<file path="config.mk">
export PLATFORM = sky130hd
export DESIGN_NAME = evp_vector_prio
export DESIGN_NICKNAME = d
export VERILOG_FILES = /design/src/evp_pkg.sv /design/src/evp_sync3.sv /design/src/evp_arbiter.sv /design/src/evp_vector_prio.sv
export SDC_FILE = /design/constraint.sdc
export NUM_CORES = 2
export LEC_CHECK = 0
export ABC_AREA = 1
export ABC_CLOCK_PERIOD_IN_PS = 119600
export BUFFER_PORTS_ARGS = -buffer_cell sky130_fd_sc_hd__clkbuf_2
export CORE_ASPECT_RATIO = 0.6
export CORE_MARGIN = 2
export CORE_UTILIZATION = 50
export CTS_CLUSTER_SIZE = 28
export DETAILED_ROUTE_END_ITERATION = 12
export PLACE_DENSITY = 0.69
export SLEW_MARGIN = 20
export SYNTH_ARGS = -nofsm -noshare
export SYNTH_HDL_FRONTEND = slang
export SYNTH_SLANG_ARGS = --single-unit
</file>
<file path="constraint.sdc">
create_clock -name i_sys_clk -period 119.6 [get_ports i_sys_clk]
set_input_delay 11.96 -clock i_sys_clk [delete_from_list [all_inputs] [get_ports i_sys_clk]]
set_output_delay 11.96 -clock i_sys_clk [all_outputs]
set_load 0.005 [all_outputs]
</file>
<file path="src/evp_pkg.sv">
package evp_pkg;

  // widths
  localparam int EXC_W   = 6;
  localparam int PRIO_W  = 3;
  localparam int EPRIO_W = 4;

  // vector base after reset and the bits software may set
  localparam logic [31:0] VEC_BASE_RST  = 32'h0000_0000;
  localparam logic [31:0] VEC_BASE_MASK = 32'h3FFF_FF00;
  localparam logic [31:0] VEC_ENTRY_SP  = 32'h0000_0000;
  localparam logic [31:0] VEC_ENTRY_RST = 32'h0000_0004;

  // register offsets
  localparam logic [7:0] ADDR_VEC_BASE = 8'h00;
  localparam logic [7:0] ADDR_SYS_PEND = 8'h04;
  localparam logic [7:0] ADDR_IRQ_PEND = 8'h08;
  localparam logic [7:0] ADDR_STATUS   = 8'h0C;
  localparam logic [7:0] ADDR_SYS_PRIO = 8'h10;
  localparam logic [7:0] ADDR_IRQ_PRIO = 8'h20;
  localparam logic [7:0] ADDR_IRQ_LAST = 8'h2C;

  // software set bits in the system pending register
  localparam int SWP_PENDABLE_SERVICE_REQUEST_BIT  = 0;
  localparam int SWP_SYSTICK_BIT = 1;
  localparam int SWP_NMI_BIT     = 2;

  // status register field positions
  localparam int ST_RUN_NUM_LSB  = 0;
  localparam int ST_RUN_PRIO_LSB = 8;
  localparam int ST_WIN_NUM_LSB  = 16;
  localparam int ST_REQ_BIT      = 24;

  // exception numbers
  localparam int EXC_SP      = 0;
  localparam int EXC_RESET   = 1;
  localparam int EXC_NMI     = 2;
  localparam int EXC_HARD    = 3;
  localparam int EXC_MEM     = 4;
  localparam int EXC_BUS     = 5;
  localparam int EXC_USAGE   = 6;
  localparam int EXC_SVC     = 11;
  localparam int EXC_DBGMON  = 12;
  localparam int EXC_PENDABLE_SERVICE_REQUEST  = 14;
  localparam int EXC_SYSTICK = 15;
  localparam int IRQ_BASE    = 16;

  // effective priority: fixed -2 and -1 map to 0 and 1, level p maps to p+2
  localparam logic [3:0] EPRIO_NMI     = 4'h0;
  localparam logic [3:0] EPRIO_HARD    = 4'h1;
  localparam logic [3:0] EPRIO_CFG_OFS = 4'h2;
  localparam logic [3:0] EPRIO_NONE    = 4'hF;
  localparam logic [2:0] PRIO_RST      = 3'h0;

  // configurable system exceptions, one priority slot each
  localparam int NUM_SYS_CFG = 7;
  localparam int SYS_CFG_EXC [NUM_SYS_CFG] = '{EXC_MEM, EXC_BUS, EXC_USAGE, EXC_SVC,
                                                EXC_DBGMON, EXC_PENDABLE_SERVICE_REQUEST, EXC_SYSTICK};

  // interrupt lines that are never implemented
  localparam logic [29:0] IRQ_RESERVED = 30'h0C00_2200;

  // slot of a configurable system exception, -1 if none
  function automatic int sys_slot(input int exc);
    int slot;
    slot = -1;
    for (int s = 0; s < NUM_SYS_CFG; s++) begin
      if (SYS_CFG_EXC[s] == exc) begin
        slot = s;
      end
    end
    return slot;
  endfunction

endpackage

</file>
<file path="src/evp_sync3.sv">
`timescale 1ns/1ns
module evp_sync3 #(
  parameter int WIDTH = 31
) (
  // clock and reset
  input  wire logic             i_sys_clk,
  input  wire logic             i_rst_n,
  input  wire logic             i_clk_en,
  // asynchronous levels in, filtered levels out
  input  wire logic [WIDTH-1:0] i_async,
  output logic      [WIDTH-1:0] o_level
);

  typedef struct packed {
    logic [WIDTH-1:0] s1;
    logic [WIDTH-1:0] s2;
    logic [WIDTH-1:0] s3;
    logic [WIDTH-1:0] q;
  } evp_sync_s;

  evp_sync_s st;
  evp_sync_s next_st;

  initial begin
    if (WIDTH < 1) begin
      $error("evp_sync3: WIDTH must be at least 1");
    end
  end

  // three stages; a change is taken once stages two and three agree
  always_comb begin
    next_st    = st;
    next_st.s1 = i_async;
    next_st.s2 = st.s1;
    next_st.s3 = st.s2;
    next_st.q  = (~(st.s2 ^ st.s3) & st.s3) | ((st.s2 ^ st.s3) & st.q);
  end

  // state register, frozen while the clock enable is low
  always_ff @(posedge i_sys_clk or negedge i_rst_n) begin
    if (!i_rst_n) begin
      st <= '0;
    end else if (i_clk_en) begin
      st <= next_st;
    end
  end

  assign o_level = st.q;

endmodule

</file>
<file path="src/evp_arbiter.sv">
`timescale 1ns/1ns
module evp_arbiter #(
  parameter int N = 46
) (
  // candidates and their effective priorities
  input  wire logic [N-1:0]      i_req,
  input  wire logic [N-1:0][3:0] i_prio,
  // winner
  output logic                   o_found,
  output logic [5:0]             o_num,
  output logic [3:0]             o_prio
);

  initial begin
    if (N < 1 || N > 64) begin
      $error("evp_arbiter: N must be 1 to 64");
    end
  end

  // scan downward so the lowest number wins among equal priorities
  always_comb begin
    o_found = 1'b0;
    o_num   = 6'h00;
    o_prio  = evp_pkg::EPRIO_NONE;
    for (int i = N - 1; i >= 0; i--) begin
      if (i_req[i] && (!o_found || i_prio[i] <= o_prio)) begin
        o_found = 1'b1;
        o_num   = 6'(i);
        o_prio  = i_prio[i];
      end
    end
  end

endmodule

</file>
<file path="src/evp_vector_prio.sv">
`timescale 1ns/1ns
// Functional notes
// - entry zero is stack pointer, others handlers
// - vector base is zero after reset
// - only privileged writes move vector base
// - vector base spans 0x0 to 0x3FFFFF00
// - lower priority value is more urgent
// - reset, hard fault, NMI fixed; others configurable
// - configurable priorities reset to zero
// - configurable priorities are 0 to 7
// - fixed negative priorities always win arbitration
// - equal priority: lowest exception number first
// - strictly more urgent pending exception preempts handler
// - equal priority never preempts running handler
// - non-preempting exception stays pending
// - line n is exception n+16, offset 4n+0x40
// - hard, memory, usage, bus are faults
// - NMI, pendable_service_request, svc, tick, faults are system
// - NMI always enabled, fixed priority -2
// - hard fault fixed priority -1
module evp_vector_prio #(
  parameter int NUM_IRQ = 30
) (
  // clock, reset, enable
  input  wire logic               i_sys_clk,
  input  wire logic               i_rst_n,
  input  wire logic               i_clk_en,
  // register port
  input  wire logic [7:0]         i_addr,
  input  wire logic [31:0]        i_wdata,
  input  wire logic               i_we,
  input  wire logic               i_re,
  input  wire logic               i_priv,
  output logic      [31:0]        o_rdata,
  // exception sources
  input  wire logic [NUM_IRQ-1:0] i_peripheral_irq_line,
  input  wire logic               i_nmi,
  input  wire logic [3:0]         i_fault_pulse,
  input  wire logic               i_svc_pulse,
  input  wire logic               i_dbgmon_pulse,
  input  wire logic               i_systick_pulse,
  // core handshake
  output logic                    o_exc_req,
  output logic      [5:0]         o_exc_num,
  output logic      [31:0]        o_vector_addr,
  output logic                    o_preempt,
  output logic                    o_is_fault,
  output logic                    o_is_system,
  output logic      [31:0]        o_vector_base,
  output logic      [31:0]        o_sp_fetch_addr,
  output logic      [31:0]        o_reset_fetch_addr,
  input  wire logic               i_exc_ack,
  input  wire logic               i_exc_return,
  input  wire logic [5:0]         i_ret_num
);

  localparam int NUM_EXC = evp_pkg::IRQ_BASE + NUM_IRQ;

  typedef struct packed {
    logic [31:0]                vec_base;
    logic [6:0][2:0]            sys_prio;
    logic [NUM_IRQ-1:0][2:0]    irq_prio;
    logic [NUM_EXC-1:0]         pend;
    logic [NUM_EXC-1:0]         active;
    logic [31:0]                rdata;
  } evp_state_s;

  evp_state_s               st;
  evp_state_s               next_st;
  logic [NUM_EXC-1:0][3:0]  eprio;
  logic [NUM_IRQ-1:0]       irq_lvl;
  logic                     nmi_lvl;
  logic                     win_found;
  logic [5:0]               win_num;
  logic [3:0]               win_prio;
  logic                     run_found;
  logic [5:0]               run_num;
  logic [3:0]               run_prio;

  initial begin
    if (NUM_IRQ < 1 || NUM_IRQ > 30) begin
      $error("evp_vector_prio: NUM_IRQ must be 1 to 30");
    end
  end

  // pin level sources cross into the clock domain
  evp_sync3 #(
    .WIDTH (NUM_IRQ + 1)
  ) u_sync (
    .i_sys_clk (i_sys_clk),
    .i_rst_n   (i_rst_n),
    .i_clk_en  (i_clk_en),
    .i_async   ({i_nmi, i_peripheral_irq_line}),
    .o_level   ({nmi_lvl, irq_lvl})
  );

  // effective priority of every exception number
  for (genvar e = 0; e < NUM_EXC; e++) begin : g_eprio
    localparam int SLOT = evp_pkg::sys_slot(e);
    if (e == evp_pkg::EXC_NMI) begin : g_nmi
      assign eprio[e] = evp_pkg::EPRIO_NMI;
    end else if (e == evp_pkg::EXC_HARD) begin : g_hard
      assign eprio[e] = evp_pkg::EPRIO_HARD;
    end else if (e >= evp_pkg::IRQ_BASE) begin : g_irq
      assign eprio[e] = evp_pkg::EPRIO_CFG_OFS + {1'b0, st.irq_prio[e - evp_pkg::IRQ_BASE]};
    end else if (SLOT >= 0) begin : g_sys
      assign eprio[e] = evp_pkg::EPRIO_CFG_OFS + {1'b0, st.sys_prio[SLOT]};
    end else begin : g_none
      assign eprio[e] = evp_pkg::EPRIO_NONE;
    end
  end

  // most urgent pending exception
  evp_arbiter #(
    .N (NUM_EXC)
  ) u_pend_arb (
    .i_req   (st.pend),
    .i_prio  (eprio),
    .o_found (win_found),
    .o_num   (win_num),
    .o_prio  (win_prio)
  );

  // running handler is the most urgent active exception
  evp_arbiter #(
    .N (NUM_EXC)
  ) u_run_arb (
    .i_req   (st.active),
    .i_prio  (eprio),
    .o_found (run_found),
    .o_num   (run_num),
    .o_prio  (run_prio)
  );

  // next state: pending, active, registers, read data
  always_comb begin
    logic [NUM_EXC-1:0] set_p;
    logic [NUM_EXC-1:0] clr_p;
    logic [31:0]        rd;
    int                 k;
    next_st = st;
    set_p   = '0;
    clr_p   = '0;
    rd      = 32'h0000_0000;
    k       = 0;
    // hardware set sources
    set_p[evp_pkg::EXC_NMI]     = nmi_lvl;
    set_p[evp_pkg::EXC_HARD]    = i_fault_pulse[0];
    set_p[evp_pkg::EXC_MEM]     = i_fault_pulse[1];
    set_p[evp_pkg::EXC_BUS]     = i_fault_pulse[2];
    set_p[evp_pkg::EXC_USAGE]   = i_fault_pulse[3];
    set_p[evp_pkg::EXC_SVC]     = i_svc_pulse;
    set_p[evp_pkg::EXC_DBGMON]  = i_dbgmon_pulse;
    set_p[evp_pkg::EXC_SYSTICK] = i_systick_pulse;
    set_p[NUM_EXC-1:evp_pkg::IRQ_BASE] = irq_lvl & ~evp_pkg::IRQ_RESERVED[NUM_IRQ-1:0];
    // software set of system exceptions
    if (i_we && i_addr == evp_pkg::ADDR_SYS_PEND) begin
      set_p[evp_pkg::EXC_PENDABLE_SERVICE_REQUEST]  = set_p[evp_pkg::EXC_PENDABLE_SERVICE_REQUEST] | i_wdata[evp_pkg::SWP_PENDABLE_SERVICE_REQUEST_BIT];
      set_p[evp_pkg::EXC_SYSTICK] = set_p[evp_pkg::EXC_SYSTICK] | i_wdata[evp_pkg::SWP_SYSTICK_BIT];
      set_p[evp_pkg::EXC_NMI]     = set_p[evp_pkg::EXC_NMI] | i_wdata[evp_pkg::SWP_NMI_BIT];
    end
    // acceptance moves the offered exception from pending to active
    if (i_exc_ack && o_exc_req) begin
      clr_p[o_exc_num] = 1'b1;
    end
    next_st.pend = (st.pend & ~clr_p) | set_p;
    if (i_exc_return && i_ret_num < 6'(NUM_EXC)) begin
      next_st.active[i_ret_num] = 1'b0;
    end
    if (i_exc_ack && o_exc_req) begin
      next_st.active[o_exc_num] = 1'b1;
    end
    // register writes
    if (i_we) begin
      if (i_addr == evp_pkg::ADDR_VEC_BASE && i_priv) begin
        next_st.vec_base = i_wdata & evp_pkg::VEC_BASE_MASK;
      end
      if (i_addr == evp_pkg::ADDR_SYS_PRIO) begin
        for (int s = 0; s < evp_pkg::NUM_SYS_CFG; s++) begin
          next_st.sys_prio[s] = i_wdata[4*s +: 3];
        end
      end
      if (i_addr >= evp_pkg::ADDR_IRQ_PRIO && i_addr <= evp_pkg::ADDR_IRQ_LAST && i_addr[1:0] == 2'b00) begin
        for (int j = 0; j < 8; j++) begin
          k = 8 * int'(i_addr[3:2]) + j;
          if (k < NUM_IRQ) begin
            next_st.irq_prio[k] = i_wdata[4*j +: 3];
          end
        end
      end
    end
    // read data for the next cycle only
    if (i_re) begin
      if (i_addr == evp_pkg::ADDR_VEC_BASE) begin
        rd = st.vec_base;
      end else if (i_addr == evp_pkg::ADDR_SYS_PEND) begin
        rd[15:0] = st.pend[15:0];
      end else if (i_addr == evp_pkg::ADDR_IRQ_PEND) begin
        rd[NUM_IRQ-1:0] = st.pend[NUM_EXC-1:evp_pkg::IRQ_BASE];
      end else if (i_addr == evp_pkg::ADDR_STATUS) begin
        rd[evp_pkg::ST_RUN_NUM_LSB +: 6]  = run_found ? run_num : 6'h00;
        rd[evp_pkg::ST_RUN_PRIO_LSB +: 4] = run_prio;
        rd[evp_pkg::ST_WIN_NUM_LSB +: 6]  = win_num;
        rd[evp_pkg::ST_REQ_BIT]           = o_exc_req;
      end else if (i_addr == evp_pkg::ADDR_SYS_PRIO) begin
        for (int s = 0; s < evp_pkg::NUM_SYS_CFG; s++) begin
          rd[4*s +: 3] = st.sys_prio[s];
        end
      end else if (i_addr >= evp_pkg::ADDR_IRQ_PRIO && i_addr <= evp_pkg::ADDR_IRQ_LAST
                   && i_addr[1:0] == 2'b00) begin
        for (int j = 0; j < 8; j++) begin
          k = 8 * int'(i_addr[3:2]) + j;
          if (k < NUM_IRQ) begin
            rd[4*j +: 3] = st.irq_prio[k];
          end
        end
      end
    end
    next_st.rdata = rd;
  end

  // state register
  always_ff @(posedge i_sys_clk or negedge i_rst_n) begin
    if (!i_rst_n) begin
      st          <= '0;
      st.vec_base <= evp_pkg::VEC_BASE_RST;
      st.sys_prio <= {evp_pkg::NUM_SYS_CFG{evp_pkg::PRIO_RST}};
      st.irq_prio <= {NUM_IRQ{evp_pkg::PRIO_RST}};
    end else if (i_clk_en) begin
      st <= next_st;
    end
  end

  // offer the winner only when strictly more urgent than the running handler
  assign o_exc_req     = win_found && (win_prio < run_prio);
  assign o_exc_num     = win_num;
  assign o_vector_addr = st.vec_base + {24'h00_0000, win_num, 2'b00};
  assign o_preempt     = o_exc_req && run_found;

  // handler class of the offered exception
  assign o_is_fault  = (win_num >= 6'(evp_pkg::EXC_HARD)) && (win_num <= 6'(evp_pkg::EXC_USAGE));
  assign o_is_system = o_is_fault || win_num == 6'(evp_pkg::EXC_NMI)
                       || win_num == 6'(evp_pkg::EXC_SVC) || win_num == 6'(evp_pkg::EXC_PENDABLE_SERVICE_REQUEST)
                       || win_num == 6'(evp_pkg::EXC_SYSTICK);

  // table fetch addresses and read port
  assign o_vector_base      = st.vec_base;
  assign o_sp_fetch_addr    = st.vec_base + evp_pkg::VEC_ENTRY_SP;
  assign o_reset_fetch_addr = st.vec_base + evp_pkg::VEC_ENTRY_RST;
  assign o_rdata            = st.rdata;

  // check helpers: equal-priority tie order, and any active handler as urgent as the winner
  logic tie_bad;
  logic pre_bad;
  always_comb begin
    tie_bad = 1'b0;
    pre_bad = 1'b0;
    for (int i = 0; i < NUM_EXC; i++) begin
      if (st.pend[i] && 6'(i) < win_num && eprio[i] == win_prio) begin
        tie_bad = 1'b1;
      end
      if (st.active[i] && eprio[i] <= win_prio) begin
        pre_bad = 1'b1;
      end
    end
  end

  AST_VEC_ADDR: assert property (@(posedge i_sys_clk) disable iff (!i_rst_n)
    o_exc_req |-> o_vector_addr == o_vector_base + {24'h00_0000, o_exc_num, 2'b00})
    else $error("vector address does not match exception number");

  AST_BASE_RANGE: assert property (@(posedge i_sys_clk) disable iff (!i_rst_n)
    (o_vector_base & ~evp_pkg::VEC_BASE_MASK) == 32'h0000_0000)
    else $error("vector base outside supported range");

  AST_PRIV_ONLY: assert property (@(posedge i_sys_clk) disable iff (!i_rst_n)
    (i_we && !i_priv && i_addr == evp_pkg::ADDR_VEC_BASE) |=> $stable(o_vector_base))
    else $error("unprivileged write moved vector base");

  AST_NMI_WINS: assert property (@(posedge i_sys_clk) disable iff (!i_rst_n)
    (st.pend[evp_pkg::EXC_NMI] && !st.active[evp_pkg::EXC_NMI]) |-> (o_exc_req && o_exc_num == 6'h02))
    else $error("pending nmi not offered first");

  AST_STRICT_PREEMPT: assert property (@(posedge i_sys_clk) disable iff (!i_rst_n)
    (win_found && win_prio < run_prio) |-> o_exc_req)
    else $error("more urgent exception not offered");

  AST_EQUAL_HOLD: assert property (@(posedge i_sys_clk) disable iff (!i_rst_n)
    o_exc_req |-> !pre_bad)
    else $error("equal or lower priority preempted handler");

  AST_STAYS_PENDING: assert property (@(posedge i_sys_clk) disable iff (!i_rst_n)
    (i_clk_en && win_found && !(i_exc_ack && o_exc_req)) |=> st.pend[$past(win_num)])
    else $error("unserviced exception lost its pending state");

  AST_TIE_LOW: assert property (@(posedge i_sys_clk) disable iff (!i_rst_n)
    win_found |-> !tie_bad)
    else $error("tie not broken toward lowest number");

  AST_RESERVED: assert property (@(posedge i_sys_clk) disable iff (!i_rst_n)
    (st.pend[NUM_EXC-1:evp_pkg::IRQ_BASE] & evp_pkg::IRQ_RESERVED[NUM_IRQ-1:0]) == '0)
    else $error("reserved line became pending");

  AST_CFG_RANGE: assert property (@(posedge i_sys_clk) disable iff (!i_rst_n)
    (o_exc_req && o_exc_num > 6'h03) |-> (win_prio >= evp_pkg::EPRIO_CFG_OFS && win_prio <= 4'h9))
    else $error("configurable priority outside eight levels");

  AST_ACK_ACTIVE: assert property (@(posedge i_sys_clk) disable iff (!i_rst_n)
    (i_clk_en && i_exc_ack && o_exc_req) |=> st.active[$past(o_exc_num)])
    else $error("accepted exception did not become active");

  AST_REQ_PENDING: assert property (@(posedge i_sys_clk) disable iff (!i_rst_n)
    o_exc_req |-> st.pend[o_exc_num])
    else $error("offered exception is not pending");

  AST_FAULT_SYSTEM: assert property (@(posedge i_sys_clk) disable iff (!i_rst_n)
    o_is_fault |-> o_is_system)
    else $error("fault exception not classed as system");

  AST_SWP_PENDABLE_SERVICE_REQUEST: assert property (@(posedge i_sys_clk) disable iff (!i_rst_n)
    (i_clk_en && i_we && i_addr == evp_pkg::ADDR_SYS_PEND && i_wdata[evp_pkg::SWP_PENDABLE_SERVICE_REQUEST_BIT])
    |=> st.pend[evp_pkg::EXC_PENDABLE_SERVICE_REQUEST])
    else $error("software set of pendable request lost");

  AST_NMI_ENABLED: assert property (@(posedge i_sys_clk) disable iff (!i_rst_n)
    (i_clk_en && nmi_lvl) |=> st.pend[evp_pkg::EXC_NMI])
    else $error("nmi level did not pend");

  AST_NO_SP_ENTRY: assert property (@(posedge i_sys_clk) disable iff (!i_rst_n)
    o_exc_req |-> o_exc_num > 6'h01)
    else $error("stack pointer or reset entry offered as handler");

  AST_IRQ_LEVEL: assert property (@(posedge i_sys_clk) disable iff (!i_rst_n)
    (i_clk_en && irq_lvl[0]) |=> st.pend[evp_pkg::IRQ_BASE])
    else $error("line zero did not pend exception sixteen");

  COV_PREEMPT: cover property (@(posedge i_sys_clk) disable iff (!i_rst_n) o_preempt && i_exc_ack);
  COV_NMI: cover property (@(posedge i_sys_clk) disable iff (!i_rst_n) o_exc_req && o_exc_num == 6'h02);
  COV_HELD: cover property (@(posedge i_sys_clk) disable iff (!i_rst_n) run_found && win_found && !o_exc_req);
  COV_RELOC: cover property (@(posedge i_sys_clk) disable iff (!i_rst_n) o_vector_base != 32'h0000_0000);

endmodule

</file>
==> Word level (Yosys, flattened, before mapping) <==
Index checks and enable logic that the tools add are counted.
{ "classes": {"add_sub_neg": 46, "order_cmp": 124, "n_eq_ne": 8, "mux": 407, "bitwise": 13, "reduce_logical": 298} }
{ "ops": {"columns": ["op", "n"], "rows": [
  ["$mux W90", 22],
  ["$bwmux W90", 8],
  ["$mux W6", 93],
  ["$mux W4", 92],
  ["$le A4 B4 Y1", 72],
  ["$ge A32 B1 Y1 const B", 7],
  ["$mux W3", 53],
  ["$add A2 B3 Y4 const A", 37],
  ["$mux W46", 3],
  ["$logic_and A1 B1 Y1", 109],
  ["$mux W1", 106],
  ["$bmux W3 S5", 7],
  ["$demux W3 S5", 7],
  ["$logic_or A1 B1 Y1", 94],
  ["$and A46 B46 Y46", 2],
  ["$not A46 Y46", 2],
  ["$or A46 B46 Y46", 2],
  ["$logic_not A1 Y1", 90],
  ["$and A31 B31 Y31", 2],
  ["$mux W31", 2],
  ["$le A4 B4 Y1 const A", 14],
  ["$lt A6 B6 Y1 const B", 8],
  ["$lt A6 B5 Y1 const B", 7],
  ["$add A30 B3 Y31 const B", 1],
  ["other kinds (34)", 56]
]} }
{ "totals": {"ff_bits": 381, "out_inout_bits": 170, "elab_cells": 941} }

==> Logic depth before layout (Yosys ltp) <==
{ "logic_depth": {"word_depth": 190, "depth_mapped": 390, "depth_no_buf": 390} }

==> Hierarchy <==
Synthesis repeated with hierarchy kept, for this count alone.
{ "hier_totals": {"hier_cells": 5538, "area_unflattened_um2": 36716.5} }
{ "modules_own_cells": {"columns": ["mod", "n_inst", "cells_per_inst", "area_per_inst_um2"], "rows": [
  ["evp_vector_prio", 1, 1691, 13533.0],
  ["evp_arbiter at u_pend_arb", 1, 1584, 8898.5],
  ["evp_arbiter at u_run_arb", 1, 1586, 8818.5],
  ["evp_sync3", 1, 677, 5466.5]
]} }

==> Worst setup path after synthesis <==
Ideal clock, no wire load.
{ "synth_timing": {"path_kind": "register -> output", "startpoint": "register st[212] in the netlist's numbering", "endpoint": "output port o_preempt", "t_arrival_ns": 39.098, "t_required_ns": 107.640, "path_slack_ns": 68.542, "path_stages_with_launch": 357, "cell_sequence": "dfrtp_1 > ha_1 > nor2_1 > ha_1 > nand2_1 > inv_1 > nand2_1 > nand2_1 > nand2_1 > nand2_1 > nand2_1 > and2_1 > inv_1 > ha_1 > inv_1 > nor2_1 > o21ai_0 > nand2_1 > [321 not listed] > o211ai_1 > nand2_1 > nand3_2 > nand2_2 > inv_2 > nand2_1 > nand2_1 > nor2_1 > nand2_1 > nand2_2 > nand2_1 > nor2_1 > ha_1 > a21oi_1 > nand2_1 > inv_2 > nand2_1 > nor2_1"} }
{ "synth_between": {"elab_chain_cells": 185, "elab_cells_between_ends": 544, "classes_between": "add/sub (1); order compare (91); mux (182); reduce/logical (270)"} }
{ "synth_lines": {"columns": ["item", "line_no", "text"], "rows": [
  ["start: declaration", "evp_vector_prio.sv:68", "evp_state_s st;"],
  ["start signal: assignment", "evp_vector_prio.sv:230", "st <= next_st;"],
  ["$add A2 B3 Y4 *", "evp_vector_prio.sv:105", "assign eprio[e] = evp_pkg::EPRIO_CFG_OFS + {1'b0, st.irq_prio[e - evp_pkg::IRQ_BASE]};"],
  ["$mux W4", "evp_arbiter.sv:26", "if (i_req[i] && (!o_found || i_prio[i] <= o_prio)) begin"],
  ["$le A4 B4 Y1", "evp_arbiter.sv:26", null],
  ["$logic_or A1 B1 Y1", "evp_arbiter.sv:26", null],
  ["$logic_and A1 B1 Y1", "evp_arbiter.sv:26", null],
  ["$mux W4 or $mux W1 (tied branches)", "evp_arbiter.sv:26", null],
  ["$le A4 B4 Y1 or $logic_not A1 Y1 (tied branches)", "evp_arbiter.sv:26", null],
  ["$logic_or A1 B1 Y1", "evp_arbiter.sv:26", null],
  ["[169 not listed]", null, null],
  ["$mux W4 or $mux W1 (tied branches)", "evp_arbiter.sv:26", null],
  ["$le A4 B4 Y1 or $logic_not A1 Y1 (tied branches)", "evp_arbiter.sv:26", null],
  ["$logic_or A1 B1 Y1", "evp_arbiter.sv:26", null],
  ["$logic_and A1 B1 Y1", "evp_arbiter.sv:26", null],
  ["$mux W4", "evp_arbiter.sv:26", null],
  ["$lt A4 B4 Y1", "evp_vector_prio.sv:235", "assign o_exc_req = win_found && (win_prio < run_prio);"],
  ["$logic_and A1 B1 Y1", "evp_vector_prio.sv:235", null],
  ["$logic_and A1 B1 Y1 *", "evp_vector_prio.sv:238", "assign o_preempt = o_exc_req && run_found;"],
  ["end: declaration", "evp_vector_prio.sv:46", "output logic o_preempt,"]
]} }
Mark *: on every way between the ends. The rest lies on a longest branch, timed or not.

==> Final worst setup path <==
{ "layout_timing": {"startpoint": "register st[209] in the netlist's numbering", "endpoint": "output port o_is_system"} }
{ "layout_between": {"elab_chain_cells": 187, "elab_cells_between_ends": 324, "classes_between": "add/sub (1); order compare (47); eq/ne (4); mux (133); reduce/logical (139)"} }
{ "layout_lines": {"columns": ["item", "line_no", "text"], "rows": [
  ["$add A2 B3 Y4 *", "evp_vector_prio.sv:105", null],
  ["$le A4 B4 Y1", "evp_arbiter.sv:26", null],
  ["$logic_or A1 B1 Y1", "evp_arbiter.sv:26", null],
  ["$logic_and A1 B1 Y1", "evp_arbiter.sv:26", null],
  ["$mux W4 or $mux W1 (tied branches)", "evp_arbiter.sv:26", null],
  ["$le A4 B4 Y1 or $logic_not A1 Y1 (tied branches)", "evp_arbiter.sv:26", null],
  ["$logic_or A1 B1 Y1", "evp_arbiter.sv:26", null],
  ["$logic_and A1 B1 Y1", "evp_arbiter.sv:26", null],
  ["[170 not listed]", null, null],
  ["$logic_or A1 B1 Y1", "evp_arbiter.sv:26", null],
  ["$logic_and A1 B1 Y1", "evp_arbiter.sv:26", null],
  ["$mux W6 *", "evp_arbiter.sv:26", null],
  ["$ge A6 B2 Y1 or $le A6 B3 Y1 (tied branches)", "evp_vector_prio.sv:241", "assign o_is_fault = (win_num >= 6'(evp_pkg::EXC_HARD)) && (win_num <= 6'(evp_pkg::EXC_USAGE));"],
  ["$logic_and A1 B1 Y1", "evp_vector_prio.sv:241", null],
  ["$logic_or A1 B1 Y1", "evp_vector_prio.sv:242", "assign o_is_system = o_is_fault || win_num == 6'(evp_pkg::EXC_NMI)"],
  ["$logic_or A1 B1 Y1 (2 in a row)", "evp_vector_prio.sv:243", "|| win_num == 6'(evp_pkg::EXC_SVC) || win_num == 6'(evp_pkg::EXC_PENDABLE_SERVICE_REQUEST)"],
  ["$logic_or A1 B1 Y1 *", "evp_vector_prio.sv:244", "|| win_num == 6'(evp_pkg::EXC_SYSTICK);"],
  ["end: declaration", "evp_vector_prio.sv:48", "output logic o_is_system,"]
]} }
Marked as above.

==> results.md <==
- Number of synthesized flops with an enable pin: 0
- Critical-path top delay cell: dfrtp_1
- FF+latch area: 9110 µm²
- CTS tree: yes
- GR Util met3: 0.136
- Routed WL per cell: 22.3 µm
- Syn Inst Count: 4410
- Num CTS Buffers: 38
- Layout filler cell count: 6109
- Total I/O pin count: 262
- Post-route ant nets: 0
- Wirelength, routed: 119000 µm
- Share of cells above drive strength 1: 0.108
- Drt first pass iters: 7
- Outcome: finished, final reports clean
- CTS root buf: clkbuf_16
- FF-to-FF End: st[104]
- Final setup vio count: 0
- Setup CP Type: register to output port
- Final slew viol count: 0
- Sequential element share of the synthesized area: 0.299
- Die Ht: 195 µm
- Final core utilization: 0.540
- DRT iter0 DRCs: 3646
- Flops & latches, synth: 364
- Max FO, Critical Path: 10
- Cell area after synthesis: 30500 µm²
- CTS Sinks: 364
- Largest net degree at the start of global routing: 117
- Insertion delay to the later sink of the worst-skew pair: 0.62 ns
- Fin crit period: 60.95 ns
- Worst EP required: 107.64 ns
- Multi-input gate area: 17700 µm²
- Worst setup EP type: output port
- Placer Congestion: 1.05
- Fraction of registers with async set/reset: 1.00
- Met2 Use GR: 0.493
- Top cell type by total area after synthesis: dfrtp_1
- Vias in the first global route: 26900
- Met1 GRT Util: 0.575
- Avg Cell Area, Syn: 6.92 µm²
- HPWL Detailed: 96800 µm
- Post-CTS Resized: 0
- Area of the core: 60600 µm²
- First-pass GRT wire length: 175000 µm
- Ranking of synthesized cells by area: dfrtp_1 (30%), nand2_1 (16%), ha_1 (13%)
- H-tree levels: 2
- Crit path capture: o_is_system
- Share of the synthesized area in the top cell type: 0.299
- Die area: 63100 µm²
- Starting Density: 0.503
- Worst setup startpoint: st[209]
- Antenna violations before repair: 5
- Post-CTS repair timing setup buffer count: 0
- Area growth syn-to-layout: 7.25%
- Final hold viol count: 0
- Skew final: 0.0568 ns
- Yosys warns: 0
- GRT Util Overall: 0.376
- Die width: 323 µm
- Slew @ Worst Pin: 1.18 ns
- Worst Reg-to-Reg Cells: 365
- Hold_buf cts: 0
- Via/cell ratio: 5.68
- GRT overflow: 0
- Worst min path class: register to register
- Cell mode on critical path: nand2_1
- Cell variety after synth: 65
- Post-synth top flop: dfrtp_1
- Max Root-Sink Buffers: 3
- Setup TNS Final: 0 ns
- # port buffers: 219
- R2r startpoint: st[209]
- Top-count cell post-synth: nand2_1
- R2R Setup Slk: 69.86 ns
- Worst slew margin: 0.207
- Arrival time worst endpoint: 48.99 ns
- Vias: 30300
- CP max stage delay: 0.63 ns
- RSZ-0062 raised after global routing: false
- # nets final: 4902
- Fin crit share: 0.510
- Max-cap violations: 0
- Maximum clock frequency: 16.4 MHz
- Post-route DRC: 0
- Clk slew on worst S/H paths: 0.06 ns
- Cell row count: 70
- Critical path launch point type: register
- Most frequent cells after synthesis: nand2_1 (1313), inv_1 (567), o21ai_0 (389)
- Layer with the highest usage: met1
-- cells in the final DEF, fill, tap and decap left out, types with 43 or more instances in the layout --
cell type	instances
a21oi_1	133
a32oi_1	43
and2_1	46
clkbuf_2	217
dfrtp_1	364
ha_1	328
inv_1	566
nand2_1	1312
nand3_1	356
nor2_1	208
o21ai_0	389
or2_2	62
-- worst max-delay path, delay by kind of cell, from the launching register on --
kind            cells  cell delay, ns
flops               1            0.63
fa+ha+maj          37           10.65
compound gates     68            8.65
simple gates      186           20.89
buf+inv            69            7.50
-- cell type report --
class                      count  area share
clock inverter                14     0.00696
multi-input combinational   3230       0.541
inverter                     610      0.0701
clock buffer                  54      0.0336
sequential                   364       0.278
timing repair buffer         238      0.0382
antenna                        4    0.000306
tap                          828      0.0317
-- state kept, by name (all words and copies together) (netlist names), named ones only --
name and count:
st 203, o_rdata 31, o_vector_base 22, u_sync.st 27, u_sync.next_st 54
-- cells by family (layout without fill, tap and decap cells) --
kind of cell | count (synthesis) | in the layout | share of synthesized area
AO/OA/AOI/OAI | 714 | 714 | 0.134
adder cells (fa/ha/maj) | 328 | 328 | 0.135
buffers and inverters | 849 | 916 | 0.127
flip-flops | 364 | 364 | 0.299
multiplexers | 1 | 1 | 0.000369
other | 2 | 39 | 0.000246
AND/OR/NAND/NOR | 2152 | 2152 | 0.306
-- worst min-delay path by stage --
stage,slack (ns),start,depth (start not counted),end
6_report,0.48,o_rdata[15],2,o_rdata[15]
5_1_grt,0.51,o_rdata[24],2,o_rdata[24]
3_3_place_gp,0.47,o_rdata[0],2,o_rdata[0]
4_1_cts,0.48,o_rdata[8],2,o_rdata[8]
3_5_place_dp,0.46,o_rdata[3],2,o_rdata[3]
2_1_floorplan,0.44,register,2,st[117]
-- routing by layer --
layer / vias up / wire [µm] / share of wire
li1: 14500 / - / -
met1: 14100 / 53900 / 0.45
met2: 1583 / 44600 / 0.37
met3: 172 / 17500 / 0.15
met4: 0 / 3220 / 0.027
met5: - / 0 / 0
-- per-stage QoR --
| stage | cell area [µm²] | setup WS [ns] | cells | hold WS [ns] |
|---|---|---|---|---|
| 5_1_grt | 32700 | 53.62 | 5338 | 0.507 |
| 4_1_cts | 32700 | 59.89 | 5338 | 0.482 |
| 3_3_place_gp | 31400 | 60.94 | 5270 | 0.465 |
| 2_1_floorplan | 30600 | 68.54 | 4443 | 0.444 |
| 6_report | 32700 | 58.65 | 5342 | 0.479 |
| 3_5_place_dp | 31400 | 60.73 | 5270 | 0.464 |
Power is not shown: default switching activity piles up to over one toggle a cycle in this logic, so the estimate is an artifact.
